File: src/inc/adcrw_pkg.sv
// package: register map, field positions and reset values of the result/window/reference bank
package adcrw_pkg;
  // special-function addresses, same on both register pages
  localparam logic [7:0] ADDR_CHAN_SEL   = 8'hBB;
  localparam logic [7:0] ADDR_RESULT_LO  = 8'hBD;
  localparam logic [7:0] ADDR_RESULT_HI  = 8'hBE;
  localparam logic [7:0] ADDR_UPPER_LO   = 8'hC3;
  localparam logic [7:0] ADDR_UPPER_HI   = 8'hC4;
  localparam logic [7:0] ADDR_LOWER_LO   = 8'hC5;
  localparam logic [7:0] ADDR_LOWER_HI   = 8'hC6;
  localparam logic [7:0] ADDR_REF_CTRL   = 8'hD1;
  // register pages on which the bank answers
  localparam logic [7:0] PAGE_LOW        = 8'h00;
  localparam logic [7:0] PAGE_HIGH       = 8'h10;
  // reset values
  localparam logic [7:0] RST_RESULT      = 8'h00;
  localparam logic [7:0] RST_UPPER       = 8'hFF;
  localparam logic [7:0] RST_LOWER       = 8'h00;
  localparam logic [4:0] RST_CHAN_SEL    = 5'h1F;
  localparam logic [7:0] RST_REF_CTRL    = 8'h18;
  // channel selector field
  localparam int         CHAN_MSB        = 4;
  // highest connected channel code; codes above are reserved (no input)
  localparam logic [4:0] CHAN_LAST_VALID = 5'h13;
  // reference control field positions
  localparam int         REF_LVL_BIT     = 7;
  localparam int         REF_GND_BIT     = 5;
  localparam int         REF_SEL_MSB     = 4;
  localparam int         REF_SEL_LSB     = 3;
  localparam int         REF_TEMP_BIT    = 2;
  // writable bits of the reference control register
  localparam logic [7:0] REF_CTRL_MASK   = 8'hBC;
  // justify/shift codes
  localparam logic [2:0] JS_RIGHT_0      = 3'h0;
  localparam logic [2:0] JS_RIGHT_3      = 3'h3;
  localparam logic [2:0] JS_LEFT         = 3'h4;
  // voltage reference choices
  typedef enum logic [1:0] {
    ADCRW_REF_PIN   = 2'h0,
    ADCRW_REF_VDD   = 2'h1,
    ADCRW_REF_LDO   = 2'h2,
    ADCRW_REF_INT   = 2'h3
  } adcrw_ref_type;
endpackage

File: src/rtl/adcrw_format.sv
// result formatter: justification and right shift of the 16-bit accumulator
module adcrw_format #(
  parameter int WIDTH = 16
) (
  input  wire logic [WIDTH-1:0] acc,
  input  wire logic [2:0]       justify_shift_select,
  input  wire logic [3:0]       sample_bits_minus1,
  output logic      [WIDTH-1:0] formatted
);
  // right shift fills with zeros; left justify moves the sample to the top bits
  always_comb begin
    if (justify_shift_select == adcrw_pkg::JS_LEFT) begin
      formatted = acc << (4'(WIDTH - 1) - sample_bits_minus1);
    end else if (justify_shift_select <= adcrw_pkg::JS_RIGHT_3) begin
      formatted = acc >> justify_shift_select[1:0];
    end else begin
      formatted = acc; // reserved codes read unformatted
    end
  end
endmodule // adcrw_format

File: src/rtl/adcrw_regs.sv
// register bank: result bytes, window thresholds, channel select, reference control
////////////////////////////////////////////////////////////////////////////////
module adcrw_regs #(
  parameter int WIDTH = 16
) (
  input  wire logic             core_clk,
  input  wire logic             rst,
  // special-function register port
  input  wire logic [7:0]       sfr_page,
  input  wire logic [7:0]       sfr_addr,
  input  wire logic             sfr_wr,
  input  wire logic             sfr_rd,
  input  wire logic [7:0]       sfr_wdata,
  output logic      [7:0]       sfr_rdata,
  output logic                  sfr_hit,
  // converter side
  input  wire logic             acc_load,
  input  wire logic [WIDTH-1:0] acc_data,
  input  wire logic [2:0]       justify_shift_select,
  input  wire logic [3:0]       sample_bits_minus1,
  output logic      [WIDTH-1:0] accumulator,
  output logic      [WIDTH-1:0] upper_limit,
  output logic      [WIDTH-1:0] lower_limit,
  output logic      [4:0]       positive_channel_select,
  output logic                  channel_connected,
  output logic                  internal_ref_level,
  output logic                  ground_ref_select,
  output adcrw_pkg::adcrw_ref_type voltage_ref_select,
  output logic                  temp_sensor_enable
);

  ////////////////////////////////////////////////////////////////////////////////
  // decode
  logic             page_ok;
  logic [WIDTH-1:0] formatted;
  logic [7:0]       ref_ctrl;
  logic [7:0]       next_rdata;
  logic             next_hit;

  // both pages reach the same storage, no banking needed here
  assign page_ok = (sfr_page == adcrw_pkg::PAGE_LOW) ||
                   (sfr_page == adcrw_pkg::PAGE_HIGH);

  function automatic logic is_wr(input logic [7:0] a);
    is_wr = sfr_wr && page_ok && (sfr_addr == a);
  endfunction

  ////////////////////////////////////////////////////////////////////////////////
  // accumulator: software bytes win over a converter load in the same cycle
  always_ff @(posedge core_clk) begin
    if (rst) begin
      accumulator <= {adcrw_pkg::RST_RESULT, adcrw_pkg::RST_RESULT};
    end else begin
      if (acc_load) begin
        accumulator <= acc_data;
      end
      if (is_wr(adcrw_pkg::ADDR_RESULT_HI)) begin
        accumulator[15:8] <= sfr_wdata;
      end
      if (is_wr(adcrw_pkg::ADDR_RESULT_LO)) begin
        accumulator[7:0] <= sfr_wdata;
      end
    end
  end

  // window thresholds
  always_ff @(posedge core_clk) begin
    if (rst) begin
      upper_limit <= {adcrw_pkg::RST_UPPER, adcrw_pkg::RST_UPPER};
      lower_limit <= {adcrw_pkg::RST_LOWER, adcrw_pkg::RST_LOWER};
    end else begin
      if (is_wr(adcrw_pkg::ADDR_UPPER_HI)) upper_limit[15:8] <= sfr_wdata;
      if (is_wr(adcrw_pkg::ADDR_UPPER_LO)) upper_limit[7:0] <= sfr_wdata;
      if (is_wr(adcrw_pkg::ADDR_LOWER_HI)) lower_limit[15:8] <= sfr_wdata;
      if (is_wr(adcrw_pkg::ADDR_LOWER_LO)) lower_limit[7:0] <= sfr_wdata;
    end
  end

  // channel select; reserved top bits are not stored and read as zero
  always_ff @(posedge core_clk) begin
    if (rst) begin
      positive_channel_select <= adcrw_pkg::RST_CHAN_SEL;
      channel_connected       <= 1'b0;
    end else begin
      if (is_wr(adcrw_pkg::ADDR_CHAN_SEL)) begin
        positive_channel_select <= sfr_wdata[adcrw_pkg::CHAN_MSB:0];
        channel_connected <= (sfr_wdata[4:0] <= adcrw_pkg::CHAN_LAST_VALID);
      end
    end
  end

  // reference control; only documented fields are stored
  always_ff @(posedge core_clk) begin
    if (rst) begin
      internal_ref_level <= adcrw_pkg::RST_REF_CTRL[adcrw_pkg::REF_LVL_BIT];
      ground_ref_select  <= adcrw_pkg::RST_REF_CTRL[adcrw_pkg::REF_GND_BIT];
      voltage_ref_select <= adcrw_pkg::ADCRW_REF_INT;
      temp_sensor_enable <= adcrw_pkg::RST_REF_CTRL[adcrw_pkg::REF_TEMP_BIT];
    end else if (is_wr(adcrw_pkg::ADDR_REF_CTRL)) begin
      internal_ref_level <= sfr_wdata[adcrw_pkg::REF_LVL_BIT];
      ground_ref_select  <= sfr_wdata[adcrw_pkg::REF_GND_BIT];
      voltage_ref_select <= adcrw_pkg::adcrw_ref_type'(
        sfr_wdata[adcrw_pkg::REF_SEL_MSB:adcrw_pkg::REF_SEL_LSB]);
      temp_sensor_enable <= sfr_wdata[adcrw_pkg::REF_TEMP_BIT];
    end
  end

  ////////////////////////////////////////////////////////////////////////////////
  // read path: formatting is applied live, so a mode change shows on the next read
  adcrw_format #(
    .WIDTH (WIDTH)
  ) u_format (
    .acc                  (accumulator),
    .justify_shift_select (justify_shift_select),
    .sample_bits_minus1   (sample_bits_minus1),
    .formatted            (formatted)
  );

  assign ref_ctrl = {internal_ref_level, 1'b0, ground_ref_select,
                     voltage_ref_select, temp_sensor_enable, 2'b00};

  always_comb begin
    next_rdata = 8'h00;
    next_hit   = page_ok;
    case (sfr_addr)
      adcrw_pkg::ADDR_RESULT_HI: next_rdata = formatted[15:8];
      adcrw_pkg::ADDR_RESULT_LO: next_rdata = formatted[7:0];
      adcrw_pkg::ADDR_UPPER_HI:  next_rdata = upper_limit[15:8];
      adcrw_pkg::ADDR_UPPER_LO:  next_rdata = upper_limit[7:0];
      adcrw_pkg::ADDR_LOWER_HI:  next_rdata = lower_limit[15:8];
      adcrw_pkg::ADDR_LOWER_LO:  next_rdata = lower_limit[7:0];
      adcrw_pkg::ADDR_CHAN_SEL:  next_rdata = {3'b000, positive_channel_select};
      adcrw_pkg::ADDR_REF_CTRL:  next_rdata = ref_ctrl & adcrw_pkg::REF_CTRL_MASK;
      default:                   next_hit   = 1'b0;
    endcase
    if (!page_ok) begin
      next_rdata = 8'h00;
    end
  end

  // registered read data, one cycle after the strobe
  always_ff @(posedge core_clk) begin
    if (rst) begin
      sfr_rdata <= 8'h00;
      sfr_hit   <= 1'b0;
    end else begin
      sfr_rdata <= sfr_rd ? next_rdata : 8'h00;
      sfr_hit   <= sfr_rd && next_hit;
    end
  end

  ////////////////////////////////////////////////////////////////////////////////
  // checks: state at the first edge after reset is released; the first edge of
  // the run has no past value, so each reset check also waits for rst to drop
  a_upper_reset: assert property (@(posedge core_clk)
    !rst && $past(rst) |-> upper_limit == 16'hFFFF)
    else $error("upper threshold not all ones after reset");
  a_lower_reset: assert property (@(posedge core_clk)
    !rst && $past(rst) |-> lower_limit == 16'h0000)
    else $error("lower threshold not zero after reset");
  a_chan_reset: assert property (@(posedge core_clk)
    !rst && $past(rst) |-> positive_channel_select == 5'h1F && !channel_connected)
    else $error("channel select reset wrong");
  a_ref_reset: assert property (@(posedge core_clk)
    !rst && $past(rst) |-> voltage_ref_select == adcrw_pkg::ADCRW_REF_INT
      && !internal_ref_level && !ground_ref_select && !temp_sensor_enable)
    else $error("reference control reset wrong");
  a_acc_reset: assert property (@(posedge core_clk)
    !rst && $past(rst) |-> accumulator == 16'h0000)
    else $error("accumulator not zero after reset");
  a_read_reset: assert property (@(posedge core_clk)
    !rst && $past(rst) |-> !sfr_hit && sfr_rdata == 8'h00)
    else $error("read port not idle after reset");

  // checks: accumulator bytes, converter load and software clear
  // a software byte must beat a converter load landing in the same cycle
  a_hi_write: assert property (@(posedge core_clk) disable iff (rst)
    is_wr(adcrw_pkg::ADDR_RESULT_HI) |=> accumulator[15:8] == $past(sfr_wdata))
    else $error("high byte write lost");
  a_lo_write: assert property (@(posedge core_clk) disable iff (rst)
    is_wr(adcrw_pkg::ADDR_RESULT_LO) |=> accumulator[7:0] == $past(sfr_wdata))
    else $error("low byte write lost");
  a_write_wins: assert property (@(posedge core_clk) disable iff (rst)
    is_wr(adcrw_pkg::ADDR_RESULT_HI) && acc_load
    |=> accumulator == {$past(sfr_wdata), $past(acc_data[7:0])})
    else $error("converter load beat a software byte");
  a_acc_load: assert property (@(posedge core_clk) disable iff (rst)
    acc_load && !is_wr(adcrw_pkg::ADDR_RESULT_HI) && !is_wr(adcrw_pkg::ADDR_RESULT_LO)
    |=> accumulator == $past(acc_data))
    else $error("converter load lost");
  a_acc_hold: assert property (@(posedge core_clk) disable iff (rst)
    !acc_load && !is_wr(adcrw_pkg::ADDR_RESULT_HI) && !is_wr(adcrw_pkg::ADDR_RESULT_LO)
    |=> $stable(accumulator))
    else $error("accumulator changed without a load or write");
  a_clear_acc: assert property (@(posedge core_clk) disable iff (rst)
    (is_wr(adcrw_pkg::ADDR_RESULT_HI) && sfr_wdata == 8'h00)
    ##1 (is_wr(adcrw_pkg::ADDR_RESULT_LO) && sfr_wdata == 8'h00)
    |=> accumulator == ($past(acc_load) ? {$past(acc_data[15:8]), 8'h00} : 16'h0000))
    else $error("accumulator not cleared by zero writes");

  // checks: window thresholds
  a_up_hi_write: assert property (@(posedge core_clk) disable iff (rst)
    is_wr(adcrw_pkg::ADDR_UPPER_HI) |=> upper_limit[15:8] == $past(sfr_wdata))
    else $error("upper threshold high byte write lost");
  a_up_lo_write: assert property (@(posedge core_clk) disable iff (rst)
    is_wr(adcrw_pkg::ADDR_UPPER_LO) |=> upper_limit[7:0] == $past(sfr_wdata))
    else $error("upper threshold low byte write lost");
  a_low_hi_write: assert property (@(posedge core_clk) disable iff (rst)
    is_wr(adcrw_pkg::ADDR_LOWER_HI) |=> lower_limit[15:8] == $past(sfr_wdata))
    else $error("lower threshold high byte write lost");
  a_low_lo_write: assert property (@(posedge core_clk) disable iff (rst)
    is_wr(adcrw_pkg::ADDR_LOWER_LO) |=> lower_limit[7:0] == $past(sfr_wdata))
    else $error("lower threshold low byte write lost");
  a_limit_hold: assert property (@(posedge core_clk) disable iff (rst)
    !sfr_wr |=> $stable(upper_limit) && $stable(lower_limit))
    else $error("threshold changed without a write");
  a_limit_read: assert property (@(posedge core_clk) disable iff (rst)
    sfr_rd && page_ok && sfr_addr == adcrw_pkg::ADDR_UPPER_LO
    |=> sfr_hit && sfr_rdata == $past(upper_limit[7:0]))
    else $error("upper threshold low byte read wrong");
  a_lower_read: assert property (@(posedge core_clk) disable iff (rst)
    sfr_rd && page_ok && sfr_addr == adcrw_pkg::ADDR_LOWER_HI
    |=> sfr_hit && sfr_rdata == $past(lower_limit[15:8]))
    else $error("lower threshold high byte read wrong");
  a_lower_lo_read: assert property (@(posedge core_clk) disable iff (rst)
    sfr_rd && sfr_page == adcrw_pkg::PAGE_LOW && sfr_addr == adcrw_pkg::ADDR_LOWER_LO
    |=> sfr_hit && sfr_rdata == $past(lower_limit[7:0]))
    else $error("first page not answered");
  a_page_high: assert property (@(posedge core_clk) disable iff (rst)
    sfr_rd && sfr_page == adcrw_pkg::PAGE_HIGH && sfr_addr == adcrw_pkg::ADDR_UPPER_HI
    |=> sfr_hit && sfr_rdata == $past(upper_limit[15:8]))
    else $error("second page not answered");

  // checks: channel select
  a_chan_write: assert property (@(posedge core_clk) disable iff (rst)
    is_wr(adcrw_pkg::ADDR_CHAN_SEL) |=> positive_channel_select == $past(sfr_wdata[4:0]))
    else $error("channel select write lost");
  a_chan_connect: assert property (@(posedge core_clk) disable iff (rst)
    is_wr(adcrw_pkg::ADDR_CHAN_SEL) && sfr_wdata[4:0] <= adcrw_pkg::CHAN_LAST_VALID
    |=> channel_connected)
    else $error("valid channel left unconnected");
  a_reserved_chan: assert property (@(posedge core_clk) disable iff (rst)
    is_wr(adcrw_pkg::ADDR_CHAN_SEL) && sfr_wdata[4:0] > adcrw_pkg::CHAN_LAST_VALID
    |=> !channel_connected)
    else $error("reserved channel code connected an input");
  a_chan_hold: assert property (@(posedge core_clk) disable iff (rst)
    !is_wr(adcrw_pkg::ADDR_CHAN_SEL)
    |=> $stable(positive_channel_select) && $stable(channel_connected))
    else $error("channel select changed without a write");
  a_chan_read: assert property (@(posedge core_clk) disable iff (rst)
    sfr_rd && page_ok && sfr_addr == adcrw_pkg::ADDR_CHAN_SEL
    |=> sfr_hit && sfr_rdata == {3'b000, $past(positive_channel_select)})
    else $error("channel select read wrong");

  // checks: reference control
  a_ref_write: assert property (@(posedge core_clk) disable iff (rst)
    is_wr(adcrw_pkg::ADDR_REF_CTRL)
    |=> temp_sensor_enable == $past(sfr_wdata[2])
      && ground_ref_select == $past(sfr_wdata[5]))
    else $error("reference control write lost");
  a_lvl_write: assert property (@(posedge core_clk) disable iff (rst)
    is_wr(adcrw_pkg::ADDR_REF_CTRL) |=> internal_ref_level == $past(sfr_wdata[7]))
    else $error("reference level write lost");
  a_ref_sel_write: assert property (@(posedge core_clk) disable iff (rst)
    is_wr(adcrw_pkg::ADDR_REF_CTRL) |=> voltage_ref_select == $past(sfr_wdata[4:3]))
    else $error("reference select write lost");
  a_ref_hold: assert property (@(posedge core_clk) disable iff (rst)
    !is_wr(adcrw_pkg::ADDR_REF_CTRL)
    |=> $stable(internal_ref_level) && $stable(ground_ref_select)
      && $stable(voltage_ref_select) && $stable(temp_sensor_enable))
    else $error("reference control changed without a write");
  a_ref_read: assert property (@(posedge core_clk) disable iff (rst)
    sfr_rd && page_ok && sfr_addr == adcrw_pkg::ADDR_REF_CTRL
    |=> sfr_rdata[7] == $past(internal_ref_level) && sfr_rdata[6] == 1'b0
      && sfr_rdata[5] == $past(ground_ref_select) && sfr_rdata[1:0] == 2'b00
      && sfr_rdata[4:3] == $past(voltage_ref_select) && sfr_rdata[2] == $past(temp_sensor_enable))
    else $error("reference control read wrong");

  // checks: read formatting and the read port
  a_hi_read: assert property (@(posedge core_clk) disable iff (rst)
    sfr_rd && page_ok && sfr_addr == adcrw_pkg::ADDR_RESULT_HI
    |=> sfr_rdata == $past(formatted[15:8]) && sfr_hit)
    else $error("high byte read wrong");
  a_lo_read: assert property (@(posedge core_clk) disable iff (rst)
    sfr_rd && page_ok && sfr_addr == adcrw_pkg::ADDR_RESULT_LO
    |=> sfr_rdata == $past(formatted[7:0]) && sfr_hit)
    else $error("low byte read wrong");
  a_no_shift: assert property (@(posedge core_clk) disable iff (rst)
    justify_shift_select == adcrw_pkg::JS_RIGHT_0 |-> formatted == accumulator)
    else $error("unshifted read altered");
  a_shift_one: assert property (@(posedge core_clk) disable iff (rst)
    justify_shift_select == 3'h1 |-> formatted == {1'b0, accumulator[15:1]})
    else $error("one-bit shift wrong");
  a_shift_two: assert property (@(posedge core_clk) disable iff (rst)
    justify_shift_select == 3'h2 |-> formatted == {2'b00, accumulator[15:2]})
    else $error("two-bit shift wrong");
  a_shift_zero: assert property (@(posedge core_clk) disable iff (rst)
    justify_shift_select == 3'h3 |-> formatted[15:13] == 3'b000)
    else $error("shifted read top bits not zero");
  a_left_justify: assert property (@(posedge core_clk) disable iff (rst)
    justify_shift_select == adcrw_pkg::JS_LEFT && sample_bits_minus1 == 4'hB
    |-> formatted == {accumulator[11:0], 4'h0})
    else $error("left justified read wrong");
  a_bad_page: assert property (@(posedge core_clk) disable iff (rst)
    sfr_rd && !page_ok |=> !sfr_hit && sfr_rdata == 8'h00)
    else $error("answer on foreign page");
  a_unmapped: assert property (@(posedge core_clk) disable iff (rst)
    sfr_rd && !next_hit |=> !sfr_hit && sfr_rdata == 8'h00)
    else $error("answer on unmapped address");
  a_no_read: assert property (@(posedge core_clk) disable iff (rst)
    !sfr_rd |=> !sfr_hit && sfr_rdata == 8'h00)
    else $error("read port active without a read");

  // main scenarios
  c_clear_acc: cover property (@(posedge core_clk)
    is_wr(adcrw_pkg::ADDR_RESULT_HI) ##1 is_wr(adcrw_pkg::ADDR_RESULT_LO));
  c_left_read: cover property (@(posedge core_clk)
    sfr_rd && justify_shift_select == adcrw_pkg::JS_LEFT);
  c_reserved_chan: cover property (@(posedge core_clk)
    is_wr(adcrw_pkg::ADDR_CHAN_SEL) ##1 !channel_connected);
  c_shift_read: cover property (@(posedge core_clk)
    sfr_rd && page_ok && justify_shift_select == adcrw_pkg::JS_RIGHT_3);
  c_window_write: cover property (@(posedge core_clk)
    is_wr(adcrw_pkg::ADDR_UPPER_HI) ##1 is_wr(adcrw_pkg::ADDR_UPPER_LO));

endmodule // adcrw_regs

File: config.mk
export PLATFORM = sky130hd
export DESIGN_NAME = adcrw_regs
export DESIGN_NICKNAME = d
export VERILOG_FILES = /design/src/inc/adcrw_pkg.sv /design/src/rtl/adcrw_format.sv /design/src/rtl/adcrw_regs.sv
export SDC_FILE = /design/constraint.sdc
export NUM_CORES = 1
export LEC_CHECK = 0
export BUFFER_PORTS_ARGS = -buffer_cell sky130_fd_sc_hd__buf_2
export CAP_MARGIN = 20
export CORE_UTILIZATION = 48
export CTS_CLUSTER_DIAMETER = 50
export DETAILED_ROUTE_END_ITERATION = 7
export GPL_ROUTABILITY_DRIVEN = 0
export GPL_TIMING_DRIVEN = 0
export PLACE_DENSITY = 0.75
export SETUP_SLACK_MARGIN = 0.02
export SYNTH_ARGS = -nofsm -noshare
export SYNTH_HDL_FRONTEND = slang
export SYNTH_SLANG_ARGS = --single-unit
File: constraint.sdc
create_clock -name core_clk -period 1.8 [get_ports core_clk]
set_input_delay 0.09 -clock core_clk [delete_from_list [all_inputs] [get_ports core_clk]]
set_output_delay 0.09 -clock core_clk [all_outputs]
set_load 0.1 [all_outputs]
==> summary.txt, run 1 <==
area overhead of the layout relative to synthesis -> 23.1%
first-pass GRT wire length -> 23.1 mm
starting density of the core -> 0.499
Final ANT Viol Nets -> 0
peak supply drop -> 743 uV
Antenna diodes -> 0
vias -> 4,742
Die Y-Extent -> 97.5 um
syn_nets -> 566
net switching component of the power -> 1.17 mW
portion of synthesized cell area occupied by the leading cell type -> 0.311
root buf cell -> clkbuf_8
worst rel slew slack -> 0.533
Total Die Area -> 9500 sq um
CTS Sinks -> 68
TritonCTS buffer count -> 9
total global-route track usage -> 0.305
final-layout worst hold slack -> 63.4 ps
die outline width -> 97.5 um
warnings from Yosys -> 0
crit-path max cell delay -> 530 ps
Slowest cell on crit path -> or4_4
outcome -> complete, no violations
final critical path time including I/O delays and setup -> 1730 ps
worst min-delay path category -> primary input to flop
GRT overflow -> 0
Buffers & Inverters on Critical Path -> 2
post-synthesis instance total -> 514
CTS clock-pin slew for the worst setup and hold paths -> 80 ps
capturing element type of the critical path -> flop
Port Buf Inserts -> 109
maximum number of buffers from clock root to sink -> 2
synthesized area -> 4380 sq um
fillcell total -> 785
static leakage -> 2.16 nW
crit-path cells -> buf_2 > or4_4 > and4bb_4 > nand3_4 > nor3_4 > buf_6 > nor2b_1 > a211o_1
slew at the pin closest to its max-slew limit -> 701 ps
beginning of the worst hold path -> sfr_wdata[6]
number of iterations in the first detailed-routing pass -> 8
sequential-to-total area share from yosys stat -> 0.311
top fanout value on the critical path -> 6
fraction of layout instances using a drive strength above 1 -> 0.299
register bit total from synthesis -> 68
share of synthesized registers carrying an async set or reset -> 0
number of max-capacitance violations reported -> 0
launch point of the worst path -> sfr_page[0]
post-route clock skew -> 9.20 ps
Worst Path Arrival -> 1980 ps
initial detailed-routing violation count -> 346
number of synthesized flops with an enable pin -> 0
most used standard cell by instance count after synthesis -> mux2i_1
antenna violations before repair -> 0
clock tree from TritonCTS -> built
top cells by area, synth -> dfxtp_1 31%, mux2i_1 16%, nor2_1 5.3%, a211o_1 5.0%, nor2b_1 4.7%
crit path kind -> primary input to flop
cell row count -> 34
Pint -> 2.40 mW
Worst Path Required -> 2050 ps
num ports -> 120
number of global-route vias before repair -> 4,611
max-slew violation count -> 0
dominant register cell in the synthesized netlist -> dfxtp_1
final layout net count -> 689
filler-free cell count of the finished design -> 750
count of unresolved DRC violations after routing -> 0
Clock Latency Late Sink -> 350 ps
number of hold-slack violations in the final timing report -> 0
detailed-route wire length -> 14.9 mm
Reg power frac -> 0.442
number of cells after detailed placement -> 731
mean instance size in the synthesized netlist -> 8.51 sq um
setup repair after global routing missed its margin -> no
clock network power share -> 0.356
Placeable Area -> 8760 sq um
# H-tree levels -> 3
total setup violations reported at the end of the flow -> 0
sort of element at the start of the critical path -> primary input
r2r startpoint -> accumulator[5]
half-perimeter wire length after detailed placement -> 10.9 mm
leading area contributor after synthesis -> dfxtp_1
share of power burned in combinational logic -> 0.201
list of most frequent post-synthesis cells -> 71 x mux2i_1, 68 x dfxtp_1, 62 x nor2_1, 33 x nor2b_1, 29 x clkbuf_1
WL/cell -> 19.8 um
cell family contributing the most delay on the critical path -> simple AND/OR/NAND/NOR gates
areal power density over the cells -> 663 nW/um^2
Sw Share -> 0.328
Via density -> 6.32
post-route fraction of the period consumed by the critical path -> 0.963
maximum number of pins on one net before global-route repair -> 14
number of distinct library cell variants in the gate-level netlist after synthesis -> 59
highest clock frequency the design can meet -> 577 MHz
## repair_timing
| action | in CTS | in global routing |
|---|---|---|
| pin swaps | 1 | 9 |
| hold buffers | 0 | 0 |
| setup endpoints to repair | 18 | 32 |
| gates resized for setup | 4 | 15 |
| buffers inserted | 2 | 3 |
## per-stage QoR
| step | total power, mW | setup WS, ps | utilization | area (sq um) | TNS (ps) |
|---|---|---|---|---|---|
| after floorplan | 2.09 | -82.2 | - | 4420 | -200 |
| after global placement | 2.29 | -378 | 0.582 | 5100 | -13960 |
| after detailed placement | 2.31 | -394 | 0.582 | 5100 | -15930 |
| after CTS | 3.56 | 23.3 | 0.608 | 5330 | 0 |
| after global routing | 3.70 | 24.6 | 0.615 | 5390 | 0 |
| final | 3.58 | 66.7 | 0.615 | 5390 | 0 |
## cell families after synthesis
kind of cell	share of synthesized area
multiplexers	0.206
AO/OA/AOI/OAI	0.233
AND/OR/NAND/NOR	0.204
buffers and inverters	0.0457
flip-flops	0.311
## state kept, by name (all words and copies together) (netlist names)
register                 cells
upper_limit                 16
positive_channel_select      5
voltage_ref_select           2
lower_limit                 16
channel_connected            1
sfr_rdata                    8
sfr_hit                      1
temp_sensor_enable           1
ground_ref_select            1
internal_ref_level           1
accumulator                 16
## worst paths after layout
| check | endpoint | cells past startpoint | slack, ps |
|---|---|---|---|
| max | upper_limit[13] | 8 | 70 |
| min | upper_limit[14] | 2 | 60 |
| max reg2reg | sfr_rdata[3] | 6 | 70 |
| min reg2reg | channel_connected | 2 | 510 |
## layout by cell type, fill, tap and decap left out, types with 4 or more instances in the layout
cell type | netlist | final
nor2b_1 | 33 | 33
a211o_1 | 25 | 25
buf_4 | 0 | 5
dfxtp_2 | 0 | 12
o211ai_1 | 4 | 4
o22ai_1 | 13 | 13
nor2_4 | 1 | 4
nor2_1 | 62 | 60
clkbuf_1 | 29 | 25
o21ai_0 | 13 | 13
nand2b_1 | 10 | 10
buf_2 | 9 | 117
dfxtp_4 | 0 | 6
and3_1 | 4 | 4
clkbuf_8 | 0 | 9
a21oi_1 | 27 | 27
mux2i_1 | 71 | 70
mux2_2 | 11 | 11
nand3_1 | 4 | 4
and2_1 | 5 | 4
inv_1 | 5 | 5
nand2_1 | 27 | 27
a211oi_1 | 19 | 19
a31oi_1 | 6 | 6
a22oi_1 | 10 | 10
dfxtp_1 | 68 | 50
## per-layer routing
layer	share of wire	global-route usage	vias up
met4	0.046	0.172	0
met3	0.092	0.0619	54
met1	0.40	0.376	2241
met2	0.47	0.495	281
li1	-	-	2166
met5	0	0	-
## cell type report
type                            instances  area [sq um]  area share
Buffer                                 41           183      0.0339
Clock buffer                            9           124      0.0230
Clock inverter                          7          75.1      0.0139
Inverter                                5          18.8     0.00348
Multi-Input combinational cell        398          2870       0.532
Sequential cell                        68          1400       0.260
Tap cell                              108           135      0.0251
Timing Repair Buffer                  114           587       0.109
## power groups by stage
stage | registers (mW) | clock network, mW | logic (mW)
2_1_floorplan | 1.74 | 0 | 0.351
3_3_place_gp | 1.61 | 0 | 0.680
3_5_place_dp | 1.61 | 0 | 0.696
4_1_cts | 1.57 | 1.28 | 0.700
5_1_grt | 1.58 | 1.36 | 0.761
6_report | 1.58 | 1.27 | 0.720
Note: power is estimated with default switching activity, not from simulation.
==> inputs of run 2 (changes only) <==
--- a/config.mk
+++ b/config.mk
@@ -7,12 +7,13 @@
 export LEC_CHECK = 0
 export BUFFER_PORTS_ARGS = -buffer_cell sky130_fd_sc_hd__buf_2
 export CAP_MARGIN = 20
-export CORE_UTILIZATION = 48
+export CORE_UTILIZATION = 30
 export CTS_CLUSTER_DIAMETER = 50
 export DETAILED_ROUTE_END_ITERATION = 7
 export GPL_ROUTABILITY_DRIVEN = 0
 export GPL_TIMING_DRIVEN = 0
-export PLACE_DENSITY = 0.75
+export MAX_ROUTING_LAYER = met4
+export PLACE_DENSITY = 0.5
 export SETUP_SLACK_MARGIN = 0.02
 export SYNTH_ARGS = -nofsm -noshare
 export SYNTH_HDL_FRONTEND = slang
==> run 2 against run 1 <==
  * Sequential share of layout area down 0.77 points
  * Clock-buffer cell count up 3
  * Highest routed layer unchanged
  * Critical path type unchanged
  * Critical endpoint is now sfr_rdata[3]
  * Clock power up 31%
  * First-iteration DRC count up 18%
==> summary.txt, run 2 (synthesis results as in run 1) <==
clock tree from TritonCTS -> built
root buf cell -> clkbuf_16
Pint -> 2.77 mW (+15%)
total setup violations reported at the end of the flow -> 0 (unchanged)
number of iterations in the first detailed-routing pass -> 5 (-3)
detailed-route wire length -> 16.5 mm (+11%)
capturing element type of the critical path -> flop
Via density -> 5.58 (-12%)
Worst Path Arrival -> 1990 ps (about the same)
worst min-delay path category -> primary input to flop
Total Die Area -> 15,100 sq um (+59%)
clock network power share -> 0.420 (+0.064)
slew at the pin closest to its max-slew limit -> 714 ps (+12.6 ps)
maximum number of buffers from clock root to sink -> 2 (unchanged)
share of power burned in combinational logic -> 0.181 (-0.020)
Final ANT Viol Nets -> 0 (unchanged)
Port Buf Inserts -> 109 (unchanged)
Antenna diodes -> 0 (unchanged)
cell family contributing the most delay on the critical path -> simple AND/OR/NAND/NOR gates
slack of the critical path -> 51.9 ps (-14.8 ps)
area overhead of the layout relative to synthesis -> 27.1%
first-pass GRT wire length -> 24.7 mm (+6.9%)
sort of element at the start of the critical path -> primary input
Clock Latency Late Sink -> 340 ps (about the same)
leading cell types in the layout, fill and taps excluded -> 117 x buf_2, 70 x mux2i_1, 60 x nor2_1
num ports -> 120 (unchanged)
top fanout value on the critical path -> 8 (+2)
Slowest cell on crit path -> o31ai_2
fraction of layout instances using a drive strength above 1 -> 0.298 (-0.00156)
# H-tree levels -> 3 (unchanged)
crit path kind -> primary input to flop
Sum Neg Setup Slack -> 0 ps (unchanged)
crit-path max cell delay -> 360 ps (-170 ps)
areal power density over the cells -> 715 nW/um^2 (+7.8%)
Worst Path Required -> 2050 ps (about the same)
CTS clock-pin slew for the worst setup and hold paths -> 60 ps (-20 ps)
worst rel slew slack -> 0.524 (-0.00839)
net switching component of the power -> 1.21 mW (+3.2%)
post-route fraction of the period consumed by the critical path -> 0.971 (+0.00822)
peak supply drop -> 388 uV (-48%)
static leakage -> 2.21 nW (+2.1%)
starting density of the core -> 0.312 (-0.188)
Sw Share -> 0.304 (-0.0239)
number of hold-slack violations in the final timing report -> 0 (unchanged)
number of max-capacitance violations reported -> 0 (unchanged)
initial detailed-routing violation count -> 407 (+18%)
half-perimeter wire length after detailed placement -> 12.3 mm (+14%)
vias -> 4,589 (-3.2%)
max-slew violation count -> 0 (unchanged)
cell row count -> 43 (+26%)
CTS Sinks -> 68 (unchanged)
GRT overflow -> 0 (unchanged)
highest clock frequency the design can meet -> 572 MHz (-0.85%)
Buffers & Inverters on Critical Path -> 3 (+1)
Reg power frac -> 0.399 (-0.043)
fillcell total -> 1,470 (+87%)
setup repair after global routing missed its margin -> yes
outcome -> complete, no violations
count of unresolved DRC violations after routing -> 0 (unchanged)
Placeable Area -> 14,000 sq um (+60%)
final layout net count -> 689 (unchanged)
number of global-route vias before repair -> 4,448 (-3.5%)
crit-path cells -> clkbuf_2 > nor2b_1 > buf_2 > nand4_1 > o31ai_2 > buf_4 > a21oi_1 > or3_1 > a31oi_1
WL/cell -> 20.1 um (+1.5%)
most common cell after layout, fill and taps aside -> buf_2
total global-route track usage -> 0.226 (-0.0791)
final critical path time including I/O delays and setup -> 1750 ps (+14.8 ps)
Die Y-Extent -> 123 um (+26%)
die outline width -> 123 um (+26%)
TritonCTS buffer count -> 9 (unchanged)
registers with the most flip-flops -> accumulator: 16 flops, lower_limit: 16 flops, upper_limit: 16 flops
Post-Place Worst Slack -> -527 ps (-133 ps)
maximum number of pins on one net before global-route repair -> 13 (-1)
post-route clock skew -> 8.09 ps (-1.11 ps)
antenna violations before repair -> 0 (unchanged)
-- run 2: changes by cell type in the layout (fill, tap and decap cells not counted), moves of 2 or more --
cell / previous run / this run
clkbuf_1: 25 / 27
clkbuf_8: 9 / 0
buf_6: 2 / 4
clkinv_4: 3 / 1
clkbuf_16: 0 / 10
-- run 2: power groups by stage --
| stage | Combinational, mW | Clock (mW) | Sequential (mW) |
|---|---|---|---|
| floorplan | 0.351 | 0 | 1.74 |
| CTS | 0.710 | 1.71 | 1.59 |
| detailed placement | 0.708 | 0 | 1.61 |
| finish | 0.720 | 1.67 | 1.59 |
| global route | 0.763 | 1.78 | 1.59 |
| global placement | 0.703 | 0 | 1.62 |
-- run 2: worst register-to-register path, cell delays in order (launching register included) --
cell      delay (ps)
dfxtp_4          410
nor2b_1          160
a211oi_1          70
o31ai_2          260
buf_4            170
a21oi_1           50
or3_1            330
a31oi_1          200
-- run 2: repair_timing --
item                                    CTS  global route
endpoints found under the setup margin   26            32
setup buffers                             4             1
resized for setup                         7            13
hold buffers                              0             0
pin swaps                                 3            11
-- run 2: worst paths after layout --
check | start | to | slack (ps) | cells past startpoint
setup / recovery | sfr_addr[0] | sfr_rdata[3] | 50 | 9
hold / removal | acc_data[6] | accumulator[6] | 90 | 3
setup reg to reg | accumulator[5] | sfr_rdata[3] | 60 | 7
hold reg to reg | channel_connected | channel_connected | 490 | 2
-- run 2: area by class of cell --
class	count	area, sq um	share of cell area
multi-input combinational	398	2860	0.514
buffer	41	181	0.0326
clock buffer	12	258	0.0463
timing repair buffer	114	597	0.107
inverter	5	18.8	0.00337
tap	180	225	0.0405
sequential	68	1400	0.252
clock inverter	4	23.8	0.00427
-- run 2: stage by stage --
stage	utilization	power, mW	hold slack (ps)	std cells	cell area (sq um)
global placement	0.370	2.32	437	803	5190
finish	0.396	3.98	94.3	822	5560
global route	0.396	4.13	94.7	822	5560
CTS	0.393	4.00	87.7	821	5520
detailed placement	0.370	2.32	441	803	5190
floorplan	-	2.09	208	514	4420
-- run 2: per-layer routing --
metal  share of wire  vias to the layer above  global-route usage  wire [um]
met5               0                        -                   -          0
met1            0.46                     2218               0.291       7520
met2            0.47                      185               0.361       7790
met3           0.055                       23              0.0335        905
li1                -                     2163                   -          -
met4           0.019                        0              0.0747        311
